$ cat config.mk
export PLATFORM = sky130hd
export DESIGN_NAME = frpc_ctrl
export DESIGN_NICKNAME = d
export VERILOG_FILES = /design/src/rtl/frpc_ctrl.v /design/src/rtl/frpc_option_decode.v
export VERILOG_INCLUDE_DIRS = /design/src /design/src/rtl
export SDC_FILE = /design/constraint.sdc
export NUM_CORES = 1
export LEC_CHECK = 0
export ABC_AREA = 0
export BUFFER_PORTS_ARGS = -buffer_cell sky130_fd_sc_hd__buf_2
export CORE_MARGIN = 10
export CORE_UTILIZATION = 30
export DETAILED_ROUTE_END_ITERATION = 10
export GPL_TIMING_DRIVEN = 0
export PLACE_DENSITY_LB_ADDON = 0.3
export SLEW_MARGIN = 15
export SYNTH_ARGS = -nofsm -noshare
export SYNTH_HDL_FRONTEND = slang
export SYNTH_SLANG_ARGS = --single-unit
$ cat constraint.sdc
create_clock -name pclk -period 2.5 [get_ports pclk]
set_input_delay 0.375 -clock pclk [delete_from_list [all_inputs] [get_ports pclk]]
set_output_delay 0.375 -clock pclk [all_outputs]
set_load 0.05 [all_outputs]
$ cat src/rtl/frpc_map.vh
`ifndef FRPC_MAP_VH
`define FRPC_MAP_VH
// APB byte offsets
`define FRPC_ADDR_CTRL0 12'h000
`define FRPC_ADDR_CTRL1 12'h004
`define FRPC_ADDR_CTRL2 12'h008
`define FRPC_ADDR_STATUS 12'h00C
`define FRPC_ADDR_CMD 12'h010
`define FRPC_ADDR_LOCK 12'h014
`define FRPC_ADDR_OPTION 12'h018
`define FRPC_ADDR_IDCMP 12'h01C
`define FRPC_ADDR_PROG 12'h020
// Option byte location within the flash
`define FRPC_OPTION_FLASH_ADDR 16'hFFFF
`define FRPC_OPTION_ERASED 8'hFF
// Option byte fields
`define FRPC_OPT_WDT 0
`define FRPC_OPT_OVR 2
`define FRPC_OPT_SEL 3
`define FRPC_OPT_LVL_LO 4
`define FRPC_OPT_LVL_HI 5
`define FRPC_OPT_MON 6
`define FRPC_OPT_CSP 7
// Control 0 fields
`define FRPC_C0_ENABLE 1
`define FRPC_C0_ROMRES 2
`define FRPC_C0_STOP 3
`define FRPC_C0_ABORT 4
// Control 1 fields
`define FRPC_C1_DA_PROT 4
`define FRPC_C1_DB_PROT 5
// Control 2 fields
`define FRPC_C2_SUS_EN 0
`define FRPC_C2_SUS_REQ 1
`define FRPC_C2_SUS_INT 2
// Status fields
`define FRPC_ST_PSUS 3
`define FRPC_ST_PERR 4
`define FRPC_ST_EERR 5
`define FRPC_ST_ESUS 6
`define FRPC_ST_READY 7
// Commands
`define FRPC_CMD_PROGRAM 2'h1
`define FRPC_CMD_ERASE 2'h2
`define FRPC_CMD_RESUME 2'h3
// Block numbering: 0..5 program, 6 = data A, 7 = data B
`define FRPC_BLK_DATA_A 3'h6
`define FRPC_BLK_DATA_B 3'h7
`define FRPC_OPTION_BLK 3'h5
// Rewrite modes
`define FRPC_MODE_CPU 2'h0
`define FRPC_MODE_SERIAL 2'h1
`define FRPC_MODE_PARALLEL 2'h2
// Operation times
`define FRPC_PROG_TIME_NS 1000
`define FRPC_ERASE_TIME_NS 20000
`define FRPC_CLK_NS 10
`define FRPC_PROG_CYC ((`FRPC_PROG_TIME_NS + `FRPC_CLK_NS - 1) / `FRPC_CLK_NS)
`define FRPC_ERASE_CYC ((`FRPC_ERASE_TIME_NS + `FRPC_CLK_NS - 1) / `FRPC_CLK_NS)
`endif

$ cat src/rtl/frpc_ctrl.v
// Summary of operation
// Three rewrite modes: CPU commands, serial programmer, parallel programmer.
// Each program block 0..5 has a lock bit; locked blocks refuse program/erase.
// Data blocks A and B each have a protect bit in control one.
// Serial mode checks seven-byte ID unless reset vector bytes are all ones.
// ID mismatch makes the device refuse all later serial commands; the code lifts the refusal when a later ID check matches.
// Parallel protection active when override is 1 and select is 0.
// Parallel protection cleared only by erasing option block via CPU or serial.
// Erased option byte reads FFh, disabling all its protections and options.
// Detection level field: 00 3.80V, 01 2.85V, 10 2.35V, 11 1.90V.
// Software programs monitor start bit 0 to keep voltage resets active.
// Option bit 7 low enables source protection; bit 0 selects watchdog start.
// Software targets only user area blocks, never the boot area.
// During suspend, flash reads are serviced normally.
// Erase suspend accepts programs; program suspend does not.
// ROM-resident sub-mode holds the CPU for the whole program or erase.
// ROM-resident sub-mode refuses commands to blocks holding the running code.
// After program, erase or suspend entry, array returns to read mode.
// Suspend on enable and request both 1; ROM sub-mode only for data flash.
// Suspend also on enable plus interrupt bit and an enabled interrupt.
// Software polls ready, erase-error and program-error flags for outcome.
// Ready flag reads 0 during any operation, stop or activation, else 1.
// Program-error flag set when a program fails, else reads 0.
// Ready falls the cycle a command is taken, rises on finish or suspend.
`include "frpc_map.vh"
`default_nettype none
module frpc_ctrl (
  // Clock and reset
  input wire pclk,
  input wire presetn,
  // APB slave
  input wire psel,
  input wire penable,
  input wire pwrite,
  input wire [11:0] paddr,
  input wire [31:0] pwdata,
  output reg [31:0] prdata,
  output reg pready,
  output reg pslverr,
  // Mode straps and external programmers
  input wire [1:0] rewrite_mode,
  input wire [55:0] serial_id_rx,
  input wire serial_id_valid,
  input wire [55:0] stored_id,
  input wire [23:0] reset_vector,
  input wire parallel_read_req,
  input wire parallel_write_req,
  // Flash array interface
  input wire [7:0] option_flash_byte,
  input wire op_fail,
  input wire [7:0] code_block_map,
  input wire irq_pending,
  // Outputs
  output reg cpu_hold,
  output reg array_read_mode,
  output reg serial_cmd_refused,
  output reg parallel_access_grant,
  output reg [7:0] option_function_select,
  output reg [1:0] detection_level,
  output reg monitor_reset_start,
  output reg source_protect_after_reset,
  output reg watchdog_autostart_select
);
  localparam [3:0] S_IDLE = 4'b0001;
  localparam [3:0] S_PROG = 4'b0010;
  localparam [3:0] S_ERASE = 4'b0100;
  localparam [3:0] S_SUSP = 4'b1000;
  // Full-width copies so the timer load is cut on purpose
  localparam [31:0] PROG_CYC_W = `FRPC_PROG_CYC;
  localparam [31:0] ERASE_CYC_W = `FRPC_ERASE_CYC;

  ////////////////////////////////////////////////////////////////////////////
  reg [3:0] state_q;
  reg [15:0] timer_q;
  reg [15:0] saved_q;
  reg [2:0] blk_q;
  reg [2:0] sus_blk_q;
  reg sus_is_erase_q;
  reg [2:0] ctrl0_q;
  reg [1:0] ctrl1_q;
  reg [2:0] ctrl2_q;
  reg [5:0] lock_q;
  reg perr_q;
  reg eerr_q;
  reg id_bad_q;
  reg stop_busy_q;
  reg [7:0] option_q;
  reg loaded_q;
  wire opt_protect;
  wire [1:0] opt_level;
  wire opt_mon;
  wire opt_csp;
  wire opt_wdt;

  frpc_option_decode u_dec (
    .opt_byte(option_q),
    .parallel_protect(opt_protect),
    .detection_level(opt_level),
    .monitor_reset_start(opt_mon),
    .source_protect_after_reset(opt_csp),
    .watchdog_autostart_select(opt_wdt)
  );

  // Refusal test for one target block
  function blk_refused;
    input [2:0] blk;
    input [5:0] locks;
    input [1:0] dprot;
    input romres;
    input [7:0] code_map;
    begin
      if (blk == `FRPC_BLK_DATA_A) begin
        blk_refused = dprot[0];
      end else if (blk == `FRPC_BLK_DATA_B) begin
        blk_refused = dprot[1];
      end else begin
        blk_refused = locks[blk];
      end
      if (romres && code_map[blk]) begin
        blk_refused = 1'b1;
      end
    end
  endfunction

  ////////////////////////////////////////////////////////////////////////////
  // APB decode
  wire wr = psel & penable & pwrite;
  wire rd = psel & penable & ~pwrite;
  wire id_skip = (reset_vector == 24'hFFFFFF);
  wire ready_flag = (state_q == S_IDLE || state_q == S_SUSP) && !stop_busy_q;
  wire cmd_wr = wr && paddr == `FRPC_ADDR_CMD;
  wire [1:0] cmd_op = pwdata[9:8];
  wire [2:0] cmd_blk = pwdata[2:0];
  wire serial_ok = rewrite_mode == `FRPC_MODE_SERIAL && !id_bad_q;
  wire cpu_ok = rewrite_mode == `FRPC_MODE_CPU && ctrl0_q[0];
  wire src_ok = cpu_ok || serial_ok;
  wire refused = blk_refused(cmd_blk, lock_q, ctrl1_q, ctrl0_q[1], code_block_map);
  wire start_prog = cmd_wr && src_ok && cmd_op == `FRPC_CMD_PROGRAM && !refused &&
    (state_q == S_IDLE || (state_q == S_SUSP && sus_is_erase_q));
  wire start_erase = cmd_wr && src_ok && cmd_op == `FRPC_CMD_ERASE && !refused &&
    state_q == S_IDLE;
  wire resume = cmd_wr && src_ok && cmd_op == `FRPC_CMD_RESUME && state_q == S_SUSP;
  wire data_blk = blk_q == `FRPC_BLK_DATA_A || blk_q == `FRPC_BLK_DATA_B;
  wire sus_soft = ctrl2_q[0] && ctrl2_q[1] && (!ctrl0_q[1] || data_blk);
  wire sus_irq = ctrl2_q[0] && ctrl2_q[2] && irq_pending;
  wire busy_op = state_q == S_PROG || state_q == S_ERASE;
  wire do_suspend = busy_op && (sus_soft || sus_irq) && !(state_q == S_PROG && sus_is_erase_q);
  wire finishing = busy_op && timer_q == 16'h0001;

  ////////////////////////////////////////////////////////////////////////////
  always @(posedge pclk or negedge presetn) begin
    if (!presetn) begin
      state_q <= S_IDLE;
      timer_q <= 16'h0000;
      saved_q <= 16'h0000;
      blk_q <= 3'h0;
      sus_blk_q <= 3'h0;
      sus_is_erase_q <= 1'b0;
      ctrl0_q <= 3'h0;
      ctrl1_q <= 2'h3;
      ctrl2_q <= 3'h0;
      lock_q <= 6'h3F;
      perr_q <= 1'b0;
      eerr_q <= 1'b0;
      id_bad_q <= 1'b0;
      stop_busy_q <= 1'b0;
      option_q <= `FRPC_OPTION_ERASED;
      loaded_q <= 1'b0;
    end else begin
      // Option byte copied once after reset release
      if (!loaded_q) begin
        option_q <= option_flash_byte;
        loaded_q <= 1'b1;
      end
      if (serial_id_valid && rewrite_mode == `FRPC_MODE_SERIAL && !id_skip) begin
        id_bad_q <= serial_id_rx != stored_id;
      end
      stop_busy_q <= 1'b0;
      if (wr) begin
        case (paddr)
          `FRPC_ADDR_CTRL0: begin
            ctrl0_q <= {pwdata[`FRPC_C0_STOP], pwdata[`FRPC_C0_ROMRES],
              pwdata[`FRPC_C0_ENABLE]};
            stop_busy_q <= pwdata[`FRPC_C0_STOP] != ctrl0_q[2];
          end
          `FRPC_ADDR_CTRL1: ctrl1_q <= {pwdata[`FRPC_C1_DB_PROT], pwdata[`FRPC_C1_DA_PROT]};
          `FRPC_ADDR_CTRL2: ctrl2_q <= pwdata[2:0];
          `FRPC_ADDR_LOCK: if (state_q == S_IDLE) lock_q <= pwdata[5:0];
          default: begin
          end
        endcase
      end
      case (state_q)
        S_IDLE: begin
          if (start_prog) begin
            state_q <= S_PROG;
            timer_q <= PROG_CYC_W[15:0];
            blk_q <= cmd_blk;
            perr_q <= 1'b0;
            sus_is_erase_q <= 1'b0;
          end else if (start_erase) begin
            state_q <= S_ERASE;
            timer_q <= ERASE_CYC_W[15:0];
            blk_q <= cmd_blk;
            eerr_q <= 1'b0;
          end
        end
        S_PROG, S_ERASE: begin
          if (wr && paddr == `FRPC_ADDR_CTRL0 && pwdata[`FRPC_C0_ABORT]) begin
            state_q <= S_IDLE;
            // Abort drops any parked erase too, so no stale suspend flag survives
            sus_is_erase_q <= 1'b0;
          end else if (do_suspend) begin
            state_q <= S_SUSP;
            saved_q <= timer_q;
            sus_blk_q <= blk_q;
            sus_is_erase_q <= state_q == S_ERASE;
          end else if (finishing) begin
            if (state_q == S_PROG) begin
              perr_q <= op_fail;
              state_q <= sus_is_erase_q ? S_SUSP : S_IDLE;
            end else begin
              eerr_q <= op_fail;
              state_q <= S_IDLE;
              // An erase of the option block that does not fail brings back FFh, clearing all option protection
              if (blk_q == `FRPC_OPTION_BLK && !op_fail) begin
                option_q <= `FRPC_OPTION_ERASED;
              end
            end
            blk_q <= sus_blk_q;
          end else begin
            timer_q <= timer_q - 16'h0001;
          end
        end
        S_SUSP: begin
          if (start_prog) begin
            state_q <= S_PROG;
            timer_q <= PROG_CYC_W[15:0];
            blk_q <= cmd_blk;
            perr_q <= 1'b0;
          end else if (resume) begin
            state_q <= sus_is_erase_q ? S_ERASE : S_PROG;
            timer_q <= saved_q;
            blk_q <= sus_blk_q;
            if (!sus_is_erase_q) sus_is_erase_q <= 1'b0;
          end
          if (resume) ctrl2_q[1] <= 1'b0;
        end
        default: state_q <= S_IDLE;
      endcase
      if (state_q == S_SUSP && resume && sus_is_erase_q) sus_is_erase_q <= 1'b0;
    end
  end

  ////////////////////////////////////////////////////////////////////////////
  // Registered outputs, APB answers in the access cycle with no wait state
  always @(posedge pclk or negedge presetn) begin
    if (!presetn) begin
      prdata <= 32'h00000000;
      pready <= 1'b0;
      pslverr <= 1'b0;
      cpu_hold <= 1'b0;
      array_read_mode <= 1'b1;
      serial_cmd_refused <= 1'b0;
      parallel_access_grant <= 1'b0;
      option_function_select <= 8'hFF;
      detection_level <= 2'h3;
      monitor_reset_start <= 1'b0;
      source_protect_after_reset <= 1'b0;
      watchdog_autostart_select <= 1'b0;
    end else begin
      pready <= psel & ~penable;
      pslverr <= 1'b0;
      prdata <= 32'h00000000;
      if (psel && !penable && !pwrite) begin
        case (paddr)
          `FRPC_ADDR_CTRL0: prdata <= {28'h0, ctrl0_q[2], ctrl0_q[1], ctrl0_q[0], 1'b0};
          `FRPC_ADDR_CTRL1: prdata <= {26'h0, ctrl1_q, 4'h0};
          `FRPC_ADDR_CTRL2: prdata <= {29'h0, ctrl2_q};
          `FRPC_ADDR_STATUS: prdata <= {24'h0, ready_flag, state_q == S_SUSP && sus_is_erase_q,
            eerr_q, perr_q, state_q == S_SUSP && !sus_is_erase_q, 3'h0};
          `FRPC_ADDR_LOCK: prdata <= {26'h0, lock_q};
          `FRPC_ADDR_OPTION: prdata <= {24'h0, option_q};
          `FRPC_ADDR_IDCMP: prdata <= {31'h0, id_bad_q};
          `FRPC_ADDR_CMD: prdata <= {16'h0, timer_q};
          default: prdata <= 32'h00000000;
        endcase
      end
      if (psel && !penable) begin
        pslverr <= paddr > `FRPC_ADDR_PROG + 12'h004 || paddr[1:0] != 2'b00;
      end
      cpu_hold <= ctrl0_q[1] && (start_prog || start_erase ||
        (busy_op && !finishing && !do_suspend));
      // Reads allowed whenever no operation is running, including suspend
      array_read_mode <= !(start_prog || start_erase || resume) &&
        (state_q == S_IDLE || state_q == S_SUSP || finishing || do_suspend);
      serial_cmd_refused <= rewrite_mode == `FRPC_MODE_SERIAL && id_bad_q;
      parallel_access_grant <= rewrite_mode == `FRPC_MODE_PARALLEL &&
        (parallel_read_req || parallel_write_req) && !opt_protect;
      option_function_select <= option_q;
      detection_level <= opt_level;
      monitor_reset_start <= opt_mon;
      source_protect_after_reset <= opt_csp;
      watchdog_autostart_select <= opt_wdt;
    end
  end
endmodule // frpc_ctrl
`default_nettype wire

$ cat src/rtl/frpc_option_decode.v
`include "frpc_map.vh"
`default_nettype none
module frpc_option_decode (
  // Option byte as held in flash
  input wire [7:0] opt_byte,
  // Decoded selections
  output wire parallel_protect,
  output wire [1:0] detection_level,
  output wire monitor_reset_start,
  output wire source_protect_after_reset,
  output wire watchdog_autostart_select
);
  // Override 1 with select 0 locks the parallel port
  assign parallel_protect = opt_byte[`FRPC_OPT_OVR] & ~opt_byte[`FRPC_OPT_SEL];
  // 00=3.80V 01=2.85V 10=2.35V 11=1.90V, shared by monitor and power-on reset
  assign detection_level = {opt_byte[`FRPC_OPT_LVL_HI], opt_byte[`FRPC_OPT_LVL_LO]};
  assign monitor_reset_start = ~opt_byte[`FRPC_OPT_MON];
  assign source_protect_after_reset = ~opt_byte[`FRPC_OPT_CSP];
  assign watchdog_autostart_select = ~opt_byte[`FRPC_OPT_WDT];
endmodule // frpc_option_decode
`default_nettype wire

==> run metrics, run 1 <==
Netlist Area Pre-Place 6196 um2; Seq/Total Area, Yosys 42.12%; Filler cells 2,052; GP Congestion 0.9165; main flop type after synthesis dfrtp_1; gr usage total 15.59%; worst-margin pin slew 1.070 ns; H-Tree Level Count 3; number of global-route vias before repair 5,938; Post-Syn Area per Cell 10.45 um2; Clk pwr share 23.7%; Final Cycle Share 96.69%; Die Footprint 26,800 um2; final setup fails 0; Cell Chain, Critical Path buf_2, mux4_1, a22oi_2, nand4_2, o22ai_2, a21boi_2, mux2_1; I/O Pins 259; Worst path top cell family by delay multiplexers; largest fanout on the critical path 6; Max stage delay on crit path 0.59 ns; Final Hold Vio Count 0; DRC violations left 0; Clock Tree Root clkbuf_16; RSZ-0062 raised after global routing true; most common cell after layout, fill and taps aside buf_2; worst hold-check path type primary input to flip-flop; Placed Cells 1,093; pwr/cell area 701.9 nW/um2; Final #Nets 1,051; Starting Density 30.52%; number of synthesized flops with an enable pin 0; drt total wl 21.14 mm; total power 5.699 mW; Clock Latency Late Sink 0.36 ns; fmax 413.7 MHz; FFs w/ async S/R, synth 100.0%; CTS tree done; CTS Buf Count 9; largest net degree at the start of global routing 55; Switch Pwr 2.215 mW; Die Width 163.7 um; WHS 0.2329 ns; overflow left after global routing 0; Post-Syn Instances 593; clk sinks 103; synth warn 0; input/output buffers 214; cell row count 52; Reg power frac 37.5%; DRT Pass-1 Iters 7; Critical Path Sink Type flip-flop; non-filler instance count after layout 1,116; Slowest-stage cell, CP mux4_1; Clock Tree Buf Depth 2; wire length per cell 18.94 um; Required @ worst endpoint 2.74 ns; synth unique cells 82; layout cell share with drive strength beyond 1 42.32%; area delta synth->final 31.04%; clk_skew 0.01168 ns; Critical Path Source Type primary input; Slew headroom 28.52%; First DRT Iteration DRCs 379; Final Slew Violations 0; first-pass GRT wire length 32.93 mm; Buf+Inv Stages, Crit Path 1; Clock Pin Slew Worst Setup and Hold Paths 0.07 ns; FF+latch count, synth 103; status complete, no violations; hpwl dp 17.14 mm; LEAKAGE 3.753 nW; number of antenna diodes 0; worst path arrival time 2.65 ns; Period minus WS final 2.417 ns; internal power 3.483 mW; Core ar. 20,300 um2; Via-to-Cell Ratio 5.116; Antenna Nets Post-Route 0; DR vias 5,709; antenna violations before repair 1; Die H 163.7 um; Sw Ratio 38.88%; VDD IR max 366.0 uV; Max-Cap Viols 0; Logic pwr share 38.8%; most frequent cells in the layout buf_2 (220), dfrtp_1 (77), xor2_1 (41), mux2_2 (34), nand2_1 (30); critical path class primary input to flip-flop
worst reg2reg max path: stages (launching register included):
cell and delay [ns]:
dfstp_2 0.39, mux4_2 0.48, mux2i_2 0.27, nand4_2 0.23, o22ai_2 0.27, a21boi_2 0.31, mux2_1 0.34
cells in the mapped netlist (10+ instances only):
master	count	area share, %
clkbuf_1	13	0.79
mux2i_1	16	2.6
a211oi_1	15	1.8
nand2_1	30	1.8
and2_1	11	1.1
nor2_1	30	1.8
buf_4	19	2.3
o22ai_1	10	1.0
dfstp_2	26	11
mux2_2	34	6.2
o21ai_0	13	1.1
a22oi_1	12	1.5
xnor2_1	17	2.4
dfrtp_1	77	31
a21oi_1	23	1.9
nand4_1	14	1.4
nor3_1	10	0.81
xor2_1	41	5.8
inv_1	15	0.91
nand3_1	10	0.81
o31ai_1	10	1.2
nor4_1	18	1.8
worst paths after layout:
| check | end | cells after the start | from | slack (ns) |
|---|---|---|---|---|
| worst max-delay path | state_q[1] | 7 | pwdata[0] | 0.08 |
| worst min register to register | option_function_select[5] | 0 | option_q[5] | 0.40 |
| min in group asynchronous | prdata[15] | 2 | presetn | 0.51 |
| worst max register to register | state_q[1] | 6 | ctrl1_q[1] | 0.09 |
| worst min-delay path | option_q[7] | 3 | option_flash_byte[7] | 0.23 |
| max in group asynchronous | option_function_select[3] | 3 | presetn | 1.31 |
logic make-up after synthesis:
kind of cell / after synthesis / share of synthesized area (%)
other: 2 / 0.1212
AND/OR/NAND/NOR: 175 / 16.32
adder cells (fa/ha/maj): 2 / 0.4038
XOR/XNOR: 58 / 8.199
flip-flops: 103 / 42.12
buffers and inverters: 58 / 4.948
AO/OA/AOI/OAI: 137 / 16.88
multiplexers: 58 / 11.01
metal layers:
metal  up-vias  global-route usage (%)  part of all wire [%]
li1       2684                       -                     -
met1      2749                   18.44                    40
met2       257                   27.48                    51
met3        19                   3.830                   7.8
met4         0                   4.265                   1.5
met5         -                       0                     0
power groups by stage:
stage	registers, mW	logic, mW	clock network (mW)
after floorplan	2.16	1.41	0
after global placement	2.15	2.11	0
after detailed placement	2.15	2.12	0
after CTS	2.12	2.16	1.38
after global routing	2.16	2.42	1.46
final	2.14	2.21	1.35
stage by stage:
stage	worst slack [ns]	TNS [ns]	util (%)	area (um2)
after CTS	0.002385	0	39.54	8026
after detailed placement	-0.4161	-6.481	37.91	7695
after global placement	-0.4121	-13.03	37.74	7661
after floorplan	0.2260	0	-	6252
final	0.08282	0	40.00	8119
after global routing	-0.03405	-0.05864	40.00	8119
state kept, by name (all words and copies together), names as in the netlist, 4 cells and up:
name / count
state_q: 4
option_function_select: 7
option_q: 8
saved_q: 16
lock_q: 6
timer_q: 16
prdata: 16
layout make-up:
cell class	count	area, um2	share of cell area, %
inverters	15	56.30	0.6935
well taps	270	337.8	4.161
multi-input cells	447	3425	42.18
repair buffers	222	1160	14.29
clock inverters	3	26.28	0.3236
plain buffers	43	254.0	3.128
clock buffers	13	250.2	3.082
flip-flops and latches	103	2610	32.15
timing repair:
item	4_1_cts	5_1_grt
setup buffers	3	3
resized for setup	6	16
endpoints found under the setup margin	17	17
pin swaps	3	2
hold buffers	1	0
cloned	0	0
hold endpoints to repair	32	0
Power figures use the tool's default switching activity.
==> run 2, diff against run 1 <==
--- a/config.mk
+++ b/config.mk
@@ -8,10 +8,11 @@
 export LEC_CHECK = 0
 export ABC_AREA = 0
 export BUFFER_PORTS_ARGS = -buffer_cell sky130_fd_sc_hd__buf_2
+export CAP_MARGIN = 20
 export CORE_MARGIN = 10
 export CORE_UTILIZATION = 30
 export DETAILED_ROUTE_END_ITERATION = 10
-export GPL_TIMING_DRIVEN = 0
+export GPL_TIMING_DRIVEN = 1
 export PLACE_DENSITY_LB_ADDON = 0.3
 export SLEW_MARGIN = 15
 export SYNTH_ARGS = -nofsm -noshare
==> constraint.sdc (replaced) <==
create_clock -name pclk -period 2.5 [get_ports pclk]
set_input_delay 0.5 -clock pclk [delete_from_list [all_inputs] [get_ports pclk]]
set_output_delay 0.5 -clock pclk [all_outputs]
set_load 0.05 [all_outputs]
==> run metrics, run 2 (synthesized netlist as in run 1, its figures left out) <==
CTS Buf Count 9; GP Congestion 0.9281; wire length per cell 18.71 um; CTS tree done; final setup fails 0; Reg power frac 35.9%; DRC violations left 0; Die Width 163.7 um; Max-Cap Viols 0; drt total wl 21.50 mm; input/output buffers 218; Critical Path Sink Type flip-flop; Clock Latency Late Sink 0.36 ns; Logic pwr share 41.5%; Switch Pwr 2.224 mW; gr usage total 15.99%; Via-to-Cell Ratio 5.032; hpwl dp 17.81 mm; Starting Density 30.52%; Die Footprint 26,800 um2; largest net degree at the start of global routing 41; WHS 0.04738 ns; Period minus WS final 2.380 ns; I/O Pins 259; internal power 3.690 mW; pwr/cell area 707.0 nW/um2; Slowest-stage cell, CP a2111oi_0; LEAKAGE 3.962 nW; status complete, no violations; antenna violations before repair 2; Filler cells 2,039; RSZ-0062 raised after global routing false; Clock Tree Root clkbuf_16; clk sinks 103; clk_skew 0.01280 ns; critical path class flip-flop to flip-flop; non-filler instance count after layout 1,149; worst-margin pin slew 0.6001 ns; worst setup margin 0.1199 ns; Clock Tree Buf Depth 2; Final Cycle Share 95.21%; Clock Pin Slew Worst Setup and Hold Paths 0.07 ns; Sw Ratio 37.61%; Top Registers prdata: 16 flops, saved_q: 16 flops, timer_q: 16 flops; Final Slew Violations 0; total power 5.915 mW; hold buffers post-CTS 0; post-place setup slack -0.1206 ns; most common cell after layout, fill and taps aside buf_2; Slew headroom 58.96%; most frequent cells in the layout buf_2 (217), dfrtp_1 (77), buf_4 (76), xor2_1 (41), mux2_2 (34); Cell Chain, Critical Path nand2b_1, a2111oi_0, buf_4, a21oi_2, or2_1, buf_4, o31ai_1, a2bb2oi_1; worst hold-check path type primary input to asynchronous set/reset pin; VDD IR max 328.8 uV; Placed Cells 1,132; Final Hold Vio Count 0; Required @ worst endpoint 2.78 ns; area delta synth->final 35.02%; DR vias 5,782; Critical Path Source Type flip-flop; Final #Nets 1,083; cell row count 52; layout cell share with drive strength beyond 1 44.76%; Antenna Nets Post-Route 0; worst path arrival time 2.66 ns; Die H 163.7 um; number of global-route vias before repair 6,223; Clk pwr share 22.6%; fmax 420.1 MHz; DRT Pass-1 Iters 5; CP dominant cell by count buf_4; Max stage delay on crit path 0.56 ns; Core ar. 20,300 um2; largest fanout on the critical path 5; First DRT Iteration DRCs 275; overflow left after global routing 0; H-Tree Level Count 3; first-pass GRT wire length 33.87 mm
[run 2: timing repair]
action                     in CTS  in global routing
resized for setup               0                  1
hold endpoints to repair        0                  0
setup endpoints to repair       0                  1
buffers inserted                0                  0
[run 2: worst paths after layout]
kind	from	end	slack (ns)	cells past startpoint
worst max register to register	id_bad_q	timer_q[6]	0.12	8
worst max-delay path	id_bad_q	timer_q[6]	0.12	8
min in group pclk	option_flash_byte[1]	option_q[1]	0.36	3
worst min register to register	option_q[7]	option_function_select[7]	0.40	0
max in group asynchronous	presetn	ctrl1_q[0]	1.80	2
worst min-delay path	presetn	prdata[13]	0.05	1
[run 2: final cells by class]
class	instances	area, um2	share of cell area, %
multi-input cells	447	3347	40.01
flip-flops and latches	103	2610	31.20
inverters	15	56.30	0.6730
clock buffers	12	246.5	2.946
well taps	270	337.8	4.038
diodes	1	2.502	0.02991
repair buffers	297	1737	20.76
clock inverters	4	28.78	0.3440
[run 2: layer usage]
layer	vias up	track usage, %	part of all wire [%]
met2	222	27.85	50
met5	-	0	0
met3	23	2.929	6.0
li1	2766	-	-
met4	0	5.240	2.0
met1	2771	19.50	42
[run 2: power by group through the flow]
stage | clock network (mW) | registers (mW) | logic (mW)
2_1_floorplan | 0 | 2.16 | 1.41
3_3_place_gp | 0 | 2.15 | 2.43
3_5_place_dp | 0 | 2.15 | 2.44
4_1_cts | 1.37 | 2.12 | 2.45
5_1_grt | 1.44 | 2.15 | 2.68
6_report | 1.34 | 2.12 | 2.46
[run 2: stage by stage]
stage	util, %	TNS (ns)	cell area (um2)
floorplan	-	0	6252
global placement	39.82	-1.987	8083
detailed placement	39.82	-1.441	8083
CTS	41.17	0	8358
global route	41.20	0	8363
finish	41.21	0	8366
[run 2: critical path: cells and delay by family, from the launching register on]
family                 cells  cell delay, ns
buffers and inverters      2            0.39
flip-flops                 1            0.40
AO/OA/AOI/OAI              4            1.08
AND/OR/NAND/NOR            2            0.43
==> run 3, diff against run 2 <==
--- a/config.mk
+++ b/config.mk
@@ -12,8 +12,7 @@
 export CORE_MARGIN = 10
 export CORE_UTILIZATION = 30
 export DETAILED_ROUTE_END_ITERATION = 10
-export GPL_TIMING_DRIVEN = 1
-export PLACE_DENSITY_LB_ADDON = 0.3
+export PLACE_DENSITY = 0.65
 export SLEW_MARGIN = 15
 export SYNTH_ARGS = -nofsm -noshare
 export SYNTH_HDL_FRONTEND = slang
==> run metrics, run 3 (synthesized netlist as in run 1, its figures left out) <==
largest net degree at the start of global routing 48; drt total wl 21.89 mm; status complete, no violations; overflow left after global routing 0; Clock Pin Slew Worst Setup and Hold Paths 0.07 ns; Clock Latency Late Sink 0.36 ns; antenna violations before repair 4; largest fanout on the critical path 7; pwr/cell area 707.6 nW/um2; VDD IR max 407.1 uV; input/output buffers 218; Max-Cap Viols 0; Via-to-Cell Ratio 5.104; CTS tree done; Clock Tree Root clkbuf_16; Clock Tree Buf Depth 2; Final Hold Vio Count 0; most common cell after layout, fill and taps aside buf_2; Die Width 163.7 um; CTS Buf Count 9; Slew headroom 54.59%; Filler cells 2,007; GP Congestion 0.9577; wire length per cell 19.15 um; Period minus WS final 2.378 ns; Final Slew Violations 0; number of global-route vias before repair 6,214; Critical Path Sink Type flip-flop; Starting Density 30.52%; Slowest-stage cell, CP dfrtp_1; Max stage delay on crit path 0.52 ns; utilization after layout 40.93%; fmax 420.6 MHz; most frequent cells in the layout buf_2 (217), dfrtp_1 (77), buf_4 (71), xor2_1 (41), mux2_2 (34); first-pass GRT wire length 34.51 mm; First DRT Iteration DRCs 438; H-Tree Level Count 3; clk sinks 103; cell row count 52; Core ar. 20,300 um2; area of the multi-input gates 3348 um2; Antenna Nets Post-Route 0; clk_skew 0.01137 ns; worst path arrival time 2.62 ns; Critical Path Source Type flip-flop; DR vias 5,834; Top Registers prdata: 16 flops, saved_q: 16 flops, timer_q: 16 flops; RSZ-0062 raised after global routing false; area delta synth->final 34.11%; worst hold-check path type primary input to asynchronous set/reset pin; non-filler instance count after layout 1,143; Fin Setup TNS 0 ns; layout cell share with drive strength beyond 1 44.66%; Placed Cells 1,125; DRT Pass-1 Iters 7; Post-CTS Setup Bufs 0; Cell Chain, Critical Path nor2b_1, o21a_2, o211ai_2, a211o_1, a221o_1, a32o_1; Final #Nets 1,076; critical path class flip-flop to flip-flop; worst-margin pin slew 0.6640 ns; gr usage total 16.20%; hpwl dp 18.02 mm; final setup fails 0; Final Cycle Share 95.11%; DRC violations left 0; Die H 163.7 um; Die Footprint 26,800 um2; Register Area 2610 um2; Required @ worst endpoint 2.74 ns; LEAKAGE 3.921 nW; I/O Pins 259
[run 3: cell count changes in the layout (fill, tap and decap cells not counted), sizes merged]
cell / delta
buf: -7
diode: +1
clkinvlp: +1
clkinv: +1
clkbuf: -2
[run 3: worst paths after layout]
check	startpoint	end	slack (ns)	cells after the start
worst min-delay path	presetn	prdata[13]	0.15	1
max in group asynchronous	presetn	ctrl1_q[0]	1.60	2
min in group pclk	option_flash_byte[0]	option_q[0]	0.35	3
worst max-delay path	state_q[2]	timer_q[10]	0.12	6
worst min register to register	option_q[5]	option_function_select[5]	0.39	0
worst max register to register	state_q[2]	timer_q[10]	0.12	6
[run 3: per-layer routing]
layer | part of all wire, % | track usage (%)
met1 | 42 | 20.07
met2 | 49 | 27.37
met3 | 6.7 | 3.705
met4 | 2.0 | 5.077
met5 | 0.12 | 0
[run 3: per-stage QoR]
step / instance area [um2] / worst slack, ns / power, mW / hold WS, ns
3_3_place_gp: 8005 / -0.09912 / 4.439 / 0.3781
5_1_grt: 8309 / 0.01942 / 6.197 / 0.2056
6_report: 8309 / 0.1222 / 5.879 / 0.1548
2_1_floorplan: 6252 / 0.1010 / 3.573 / 0.2044
4_1_cts: 8298 / 0.1316 / 5.859 / 0.1874
3_5_place_dp: 8005 / -0.1609 / 4.465 / 0.3792
[run 3: repair_timing]
item,4_1_cts,5_1_grt
endpoints found under the setup margin,0,5
hold buffers,0,0
resized for setup,0,2
[run 3: report_power, final]
part / total, mW / internal [mW] / leakage [nW] / switching [mW]
clock: 1.39 / 0.719 / 0.141 / 0.670
combinational: 2.33 / 0.992 / 2.48 / 1.33
sequential: 2.16 / 1.90 / 1.30 / 0.270
[run 3: worst max-delay path: cells and delay by family (launching register included)]
kind / cells / cell delay [ns]
flops: 1 / 0.52
simple gates: 1 / 0.33
compound gates: 5 / 1.42
[run 3: cell type report]
| type | instances | share of cell area (%) |
|---|---|---|
| multi-input cells | 447 | 40.30 |
| flip-flops and latches | 103 | 31.41 |
| repair buffers | 290 | 19.97 |
| well taps | 270 | 4.066 |
| clock buffers | 10 | 2.876 |
| inverters | 15 | 0.6776 |
| clock inverters | 6 | 0.6475 |
| diodes | 2 | 0.06023 |
